===== config.mk =====
export PLATFORM = sky130hd
export DESIGN_NAME = qr_pwm_trigger_and_fault_control
export DESIGN_NICKNAME = d
export VERILOG_FILES = /design/src/include/qr_pwm_pkg.sv /design/src/core/qr_pwm_trigger_and_fault_control.sv
export VERILOG_INCLUDE_DIRS = /design/src /design/src/include
export SDC_FILE = /design/constraint.sdc
export NUM_CORES = 1
export LEC_CHECK = 0
export ABC_AREA = 0
export BUFFER_PORTS_ARGS = -buffer_cell sky130_fd_sc_hd__buf_2
export CAP_MARGIN = 20
export CORE_MARGIN = 5
export CORE_UTILIZATION = 54
export DETAILED_ROUTE_END_ITERATION = 8
export GPL_ROUTABILITY_DRIVEN = 0
export PLACE_DENSITY_LB_ADDON = 0.3
export SLEW_MARGIN = 20
export SYNTH_ARGS = -nofsm -noshare
export SYNTH_HDL_FRONTEND = slang
export SYNTH_SLANG_ARGS = --single-unit

===== constraint.sdc =====
create_clock -name i_clock -period 6.7 [get_ports i_clock]
set_input_delay 1.34 -clock i_clock [delete_from_list [all_inputs] [get_ports i_clock]]
set_output_delay 1.34 -clock i_clock [all_outputs]
set_load 0.05 [all_outputs]

===== src/include/qr_pwm_map.svh =====
// timing constants and counts for the qr trigger and fault core
`ifndef QR_PWM_MAP_SVH
`define QR_PWM_MAP_SVH

// ============================================================
// clock
`define CLOCK_PERIOD_NS 50

// ============================================================
// times in ns, figures as printed
`define MIN_PERIOD_BLANK_NS 8500
`define VALLEY_FALLBACK_NS 5000
`define STARTER_INTERVAL_NS 130000
`define FAULT_RETRY_NS 130000

// ============================================================
// cycle counts, least times rounded up
`define MIN_PERIOD_BLANK_CYC \
  ((`MIN_PERIOD_BLANK_NS + `CLOCK_PERIOD_NS - 1) / `CLOCK_PERIOD_NS)
`define VALLEY_FALLBACK_CYC \
  ((`VALLEY_FALLBACK_NS + `CLOCK_PERIOD_NS - 1) / `CLOCK_PERIOD_NS)
`define STARTER_INTERVAL_CYC \
  ((`STARTER_INTERVAL_NS + `CLOCK_PERIOD_NS - 1) / `CLOCK_PERIOD_NS)
`define FAULT_RETRY_CYC \
  ((`FAULT_RETRY_NS + `CLOCK_PERIOD_NS - 1) / `CLOCK_PERIOD_NS)

// ============================================================
// sense shutdown: consecutive over-threshold pulses before stop
`define SENSE_SD_PULSES 2

// ============================================================
// synchroniser bit positions
`define SYN_VALLEY 0
`define SYN_AUX_OVP 1
`define SYN_SENSE_SD 2
`define SYN_SUPPLY_ON 3
`define SYN_SUPPLY_OFF 4
`define SYN_SUPPLY_OVP 5
`define SYN_THERM_TRIP 6
`define SYN_THERM_CLEAR 7
`define SYN_WIDTH 8

`endif


===== src/include/qr_pwm_pkg.sv =====
// types for the qr trigger and fault core
package qr_pwm_pkg;

  typedef enum logic [1:0] {
    st_halted,
    st_on,
    st_off
  } gate_state_e;

  typedef logic [11:0] count_t;

  typedef struct packed {
    logic [7:0] s1;
    logic [7:0] s2;
    logic valley_d;
    gate_state_e state;
    count_t period_cnt;
    count_t on_cnt;
    count_t hold_cnt;
    logic valley_seen;
    logic sense_this_pulse;
    logic [1:0] sense_pulses;
    logic enabled;
    logic thermal;
    logic output_ovp;
    logic sense_sd;
    logic supply_ovp;
    logic gate;
  } core_state_s;

endpackage

===== src/core/qr_pwm_trigger_and_fault_control.sv =====
// valley trigger, on-time gate pulse and protection core
`timescale 1ns/10ps
`default_nettype none
`include "qr_pwm_map.svh"

// Overview of operation
// - gate high for loop-chosen fixed on-time
// - blanking interval starts at each gate rise
// - valleys during blanking never start pulses
// - first valley after blanking starts pulse
// - blank valleys, none after: fallback 5us
// - starter launches pulse 130us after rise
// - aux over-voltage forces gate low
// - restart after over-voltage, retrip if present
// - sense over-threshold on 2 pulses in a row stops gate
// - sense shutdown resumes after retry hold
// - hysteretic supply lockout enables and disables
// - supply over-voltage stops, restarts when normal
// - thermal trip holds off until cooled
// - thermal with lockout cycles in hiccup
module qr_pwm_trigger_and_fault_control
  import qr_pwm_pkg::*;
(
  input wire logic i_clock,
  input wire logic i_rst,
  input wire logic i_valley,
  input wire logic i_aux_over,
  input wire logic i_sense_over,
  input wire logic i_supply_above_on,
  input wire logic i_supply_below_off,
  input wire logic i_supply_over,
  input wire logic i_thermal_trip,
  input wire logic i_thermal_cooled,
  input wire logic [11:0] i_on_time,
  output logic o_gate_drive_out,
  output logic o_enabled,
  output logic o_output_ovp,
  output logic o_sense_shutdown,
  output logic o_supply_ovp,
  output logic o_thermal_shutdown
);

  // ============================================================
  // constants at counter width
  localparam count_t blank_cyc = count_t'(`MIN_PERIOD_BLANK_CYC);
  localparam count_t fallback_end = count_t'(`MIN_PERIOD_BLANK_CYC + `VALLEY_FALLBACK_CYC);
  localparam count_t starter_cyc = count_t'(`STARTER_INTERVAL_CYC);
  localparam count_t retry_cyc = count_t'(`FAULT_RETRY_CYC);
  localparam logic [1:0] sense_limit = 2'(`SENSE_SD_PULSES);

  function automatic count_t sat_inc(input count_t v);
    sat_inc = (v == 12'hFFF) ? v : v + 12'h001;
  endfunction

  core_state_s st;
  core_state_s next_st;

  // ============================================================
  // combinational next state
  always_comb
  begin
    logic [7:0] syn;
    logic valley_edge;
    logic halt;
    logic fire;
    count_t on_len;
    valley_edge = 1'b0;
    halt = 1'b0;
    fire = 1'b0;
    on_len = 12'h001;
    next_st = st;
    syn = st.s2;
    next_st.s1 = {i_thermal_cooled, i_thermal_trip, i_supply_over, i_supply_below_off,
                  i_supply_above_on, i_sense_over, i_aux_over, i_valley};
    next_st.s2 = st.s1;
    next_st.valley_d = syn[`SYN_VALLEY];
    valley_edge = syn[`SYN_VALLEY] & ~st.valley_d;
    // a zero on-time request still gives one cycle so the sequence never stalls
    on_len = (i_on_time == 12'h000) ? 12'h001 : i_on_time;

    // hysteretic lockout
    if (syn[`SYN_SUPPLY_OFF])
      next_st.enabled = 1'b0;
    else if (syn[`SYN_SUPPLY_ON])
      next_st.enabled = 1'b1;

    // supply over-voltage follows the comparator, so recovery is automatic
    next_st.supply_ovp = syn[`SYN_SUPPLY_OVP];

    // thermal latch survives lockout so the supply keeps hiccuping
    if (syn[`SYN_THERM_TRIP])
      next_st.thermal = 1'b1;
    else if (syn[`SYN_THERM_CLEAR])
      next_st.thermal = 1'b0;

    // retry hold shared by output over-voltage and sense shutdown
    if (st.output_ovp || st.sense_sd)
    begin
      if (st.hold_cnt >= retry_cyc - 12'h001)
      begin
        // the aux sample is a level: still high at retry means shut down again
        next_st.output_ovp = st.output_ovp & syn[`SYN_AUX_OVP];
        next_st.sense_sd = 1'b0;
        next_st.hold_cnt = '0;
      end
      else
        next_st.hold_cnt = sat_inc(st.hold_cnt);
    end
    else
      next_st.hold_cnt = '0;

    if (syn[`SYN_AUX_OVP] && st.state != st_halted)
    begin
      next_st.output_ovp = 1'b1;
      next_st.hold_cnt = '0;
    end

    halt = ~st.enabled | st.thermal | st.supply_ovp | st.output_ovp | st.sense_sd
           | syn[`SYN_AUX_OVP];
    fire = 1'b0;
    next_st.period_cnt = sat_inc(st.period_cnt);

    case (st.state)
      st_halted:
      begin
        next_st.gate = 1'b0;
        next_st.sense_pulses = '0;
        if (!halt)
          fire = 1'b1;
      end
      st_on:
      begin
        if (syn[`SYN_SENSE_SD])
          next_st.sense_this_pulse = 1'b1;
        if (st.on_cnt >= on_len - 12'h001)
        begin
          next_st.gate = 1'b0;
          next_st.state = st_off;
        end
        else
          next_st.on_cnt = sat_inc(st.on_cnt);
      end
      st_off:
      begin
        if (st.period_cnt < blank_cyc)
        begin
          if (valley_edge)
            next_st.valley_seen = 1'b1;
        end
        else if (valley_edge)
          fire = 1'b1;
        else if (st.valley_seen && st.period_cnt >= fallback_end - 12'h001)
          fire = 1'b1;
        if (st.period_cnt >= starter_cyc - 12'h001)
          fire = 1'b1;
      end
      default:
      begin
        next_st.state = st_halted;
        next_st.gate = 1'b0;
      end
    endcase

    // count pulses that crossed the sense threshold back to back
    if (fire && st.state == st_off)
    begin
      if (st.sense_this_pulse)
      begin
        if (st.sense_pulses >= sense_limit - 2'd1)
        begin
          next_st.sense_sd = 1'b1;
          next_st.hold_cnt = '0;
          fire = 1'b0;
          next_st.state = st_halted;
        end
        next_st.sense_pulses = st.sense_pulses + 2'd1;
      end
      else
        next_st.sense_pulses = '0;
    end

    if (fire)
    begin
      next_st.state = st_on;
      next_st.gate = 1'b1;
      next_st.period_cnt = '0;
      next_st.on_cnt = '0;
      next_st.valley_seen = 1'b0;
      next_st.sense_this_pulse = 1'b0;
    end

    // protection overrides any pulse in flight
    if (halt)
    begin
      next_st.state = st_halted;
      next_st.gate = 1'b0;
      next_st.period_cnt = '0;
      next_st.on_cnt = '0;
      next_st.valley_seen = 1'b0;
      next_st.sense_this_pulse = 1'b0;
    end
  end

  // ============================================================
  // state register
  always_ff @(posedge i_clock or posedge i_rst)
  begin
    if (i_rst)
    begin
      st <= '0;
      st.state <= st_halted;
    end
    else
      st <= next_st;
  end

  assign o_gate_drive_out = st.gate;
  assign o_enabled = st.enabled;
  assign o_output_ovp = st.output_ovp;
  assign o_sense_shutdown = st.sense_sd;
  assign o_supply_ovp = st.supply_ovp;
  assign o_thermal_shutdown = st.thermal;

endmodule
`default_nettype wire


==> metrics.txt <==
status finished clean; total global routing overflow 0; layout cell share with drive strength beyond 1 21.0%; number of routed nets with antenna violations 0; overall die area 8320 um2; total of buffers placed on input and output ports 27; top cells by area in the synthesized netlist sky130_fd_sc_hd__dfrtp_1 46%, sky130_fd_sc_hd__ha_1 6.7%, sky130_fd_sc_hd__nor2_1 3.4%; synthesized flop and latch total 65; minimum period implied by the final worst setup slack 4570 ps; setup slack of the critical path after layout 2130 ps; area added between synthesis and finish 11.2%; quantity of hold-fixing buffers added after cts 0; Slew Limit Fails 0; Worst slew margin 47.8%; unrepaired setup endpoints after global routing false; Ant. Diodes 0; register clock-pin slew on the reported worst setup and hold paths around 80 ps; post-cts repair resize count 0; critical-path cell list buf_2, or4_1, nor3_1, a31oi_1, ha_1, nand2_1, nor3_1, xnor2_1, ha_1, o21ai_0, nor2_1, a211oi_2, nor2_1, or4_1, a21oi_2; number of distinct library cells after synthesis 56; warnings from Yosys 0; proportion of synthesized flip-flops having asynchronous set or reset 100%; maximum clock path buffer count 2; first-pass iteration count of the detailed router 4; most common cell in the netlist sky130_fd_sc_hd__dfrtp_1; number of nets in the synthesized netlist roughly 390; global-route total usage across every layer between 10% and 20%; top-area cell type share of the netlist area 45.6%; setup_tns 0 ps; sort of element at the end of the critical path flop; register-to-register setup slack 4250 ps; cell accounting for the most synthesized area sky130_fd_sc_hd__dfrtp_1; Max Cap Viol 0; DRC errors left 0; endpoint arrival time on the critical path 4850 ps; Largest delay share family, worst path simple AND/OR/NAND/NOR gates; TritonCTS sink count 65; Hold Violations, Final 0; Buf+Inv Stages, Crit Path 1; leakage power about 1.7 nW; post-CTS setup repair buffer count 0; Crit path largest cell delay 560 ps; category of the most critical setup path in -> reg; total length of routed wires 6510 um; total core area 6390 um2; total via count after detailed routing between 2000 and 3000; worst clock skew 12.2 ps; clock tree from TritonCTS done; Cell Rows 29; Net count, final 427; number of enable flip-flop cells after synthesis 0; first-pass GRT wire length 11400 um; area of the mapped netlist 3560 um2; post-detailed-placement half-perimeter wirelength 4710 um; Setup violations, final 0; maximum clock frequency 219 MHz; Top FF cell, synth sky130_fd_sc_hd__dfrtp_1; clock latency on the worst-skew pair ~340 ps; worst vdd ir 171 uV; HP Class reg -> reg; routed wire length per instance around 14 um; Post-Place Worst Slack 1770 ps; chip width 91.2 um; most common library cells after synthesis 65 x sky130_fd_sc_hd__dfrtp_1, 32 x sky130_fd_sc_hd__nor2_1, 26 x sky130_fd_sc_hd__nand2_1; critical path launch point type input port; post-route clock period utilization between 60% and 70%; number of buffers added by the clock tree synthesis step 9; synthesized instance count 353; Clock H-tree levels 3; initial DRC count about 110; buffer type at the clock tree root sky130_fd_sc_hd__clkbuf_8; via density per instance 5.73; fraction of the yosys area taken by sequential cells 45.6%; cell with the largest stage delay on the worst path sky130_fd_sc_hd__or4_1; number of global-route vias before repair 2629; initial standard-cell utilization of the core 55.8%; worst-path fanout max 8; antenna violations before repair 0; required time worst endpoint 6970 ps; mean cell area of the mapped netlist 10.1 um2; die boundary height 91.2 um; number of placed I/O pins 28; power density cells 208 nW/um2; largest net degree at the start of global routing 66; slew at the pin with the worst max-slew slack just under 800 ps
==> final timing paths <==
path,startpoint,end,cells past startpoint
setup / recovery,i_on_time[6],st[28],15
hold / removal,next_st[53],st[53],0
max in group asynchronous,i_rst,next_st[55],3
setup reg to reg,st[24],st[28],7
hold reg to reg,next_st[53],st[53],0
min in group asynchronous,i_rst,next_st[50],3
==> report_power, final <==
group          internal [W]  switching (W)  leakage (nW)  total (W)
combinational     0.0000247      0.0000439         0.711  0.0000686
clock              0.000182       0.000157        0.0985   0.000340
sequential         0.000406      0.0000111         0.857   0.000417
==> state kept, by name, summed over array words and instances (netlist names) <==
| name | flops |
|---|---|
| next_st | 10 |
| o_enabled | 1 |
| o_gate_drive_out | 1 |
| o_output_ovp | 1 |
| o_sense_shutdown | 1 |
| o_supply_ovp | 1 |
| o_thermal_shutdown | 1 |
| st | 49 |
==> cells in the final DEF, fill, tap and decap left out, types with 11 or more instances in the layout <==
master	netlist	routed
sky130_fd_sc_hd__dfrtp_1	65	65
sky130_fd_sc_hd__nor2_1	32	32
sky130_fd_sc_hd__buf_2	2	27
sky130_fd_sc_hd__nand2_1	26	26
sky130_fd_sc_hd__ha_1	19	19
sky130_fd_sc_hd__o21ai_0	18	18
sky130_fd_sc_hd__nor2_2	13	13
sky130_fd_sc_hd__xor2_1	13	13
sky130_fd_sc_hd__nor3_1	12	12
sky130_fd_sc_hd__a21oi_1	11	11
sky130_fd_sc_hd__inv_1	12	11
sky130_fd_sc_hd__nand3_1	11	11
==> layout make-up <==
class                   count  area (um2)
clock inverters             6        67.6
multi-input cells         269        1840
clock buffers              10         138
fillers                   535        2420
flip-flops and latches     65        1630
repair buffers             29         150
inverters                  12        45.0
well taps                  77        96.3
==> worst register-to-register path, stage by stage (launching register included) <==
cell,delay (ps)
sky130_fd_sc_hd__dfrtp_1,450
sky130_fd_sc_hd__ha_1,340
sky130_fd_sc_hd__a211oi_1,240
sky130_fd_sc_hd__o21ai_1,130
sky130_fd_sc_hd__a211oi_2,350
sky130_fd_sc_hd__nor2_1,190
sky130_fd_sc_hd__or4_1,550
sky130_fd_sc_hd__a21oi_2,140
==> kinds of logic after synthesis <==
group	Yosys count	synth area share (%)
simple gates	153	23.1
buf+inv	19	2.70
mux	2	0.562
compound gates	72	15.7
fa+ha+maj	19	6.67
xor+xnor	23	5.65
flops	65	45.6
==> layer usage <==
layer	global-route usage [%]	wire length (um)	vias to the layer above
met5	0	0	-
met2	26.4	3070	35
met4	5.13	77	0
li1	-	-	1346
met1	21.4	3130	1292
met3	4.46	226	7
==> per-stage QoR <==
stage	std cells	util [%]	power (W)	instance area, um2	hold WS [ps]
after floorplan	353	-	0.000474	3560	331
after global placement	452	58.9	0.000492	3760	332
after detailed placement	452	58.9	0.000494	3760	335
after CTS	468	62.1	0.000832	3960	352
after global routing	468	62.1	0.000860	3960	353
final	468	62.1	0.000825	3960	349
Power figures use the tool's default switching activity.
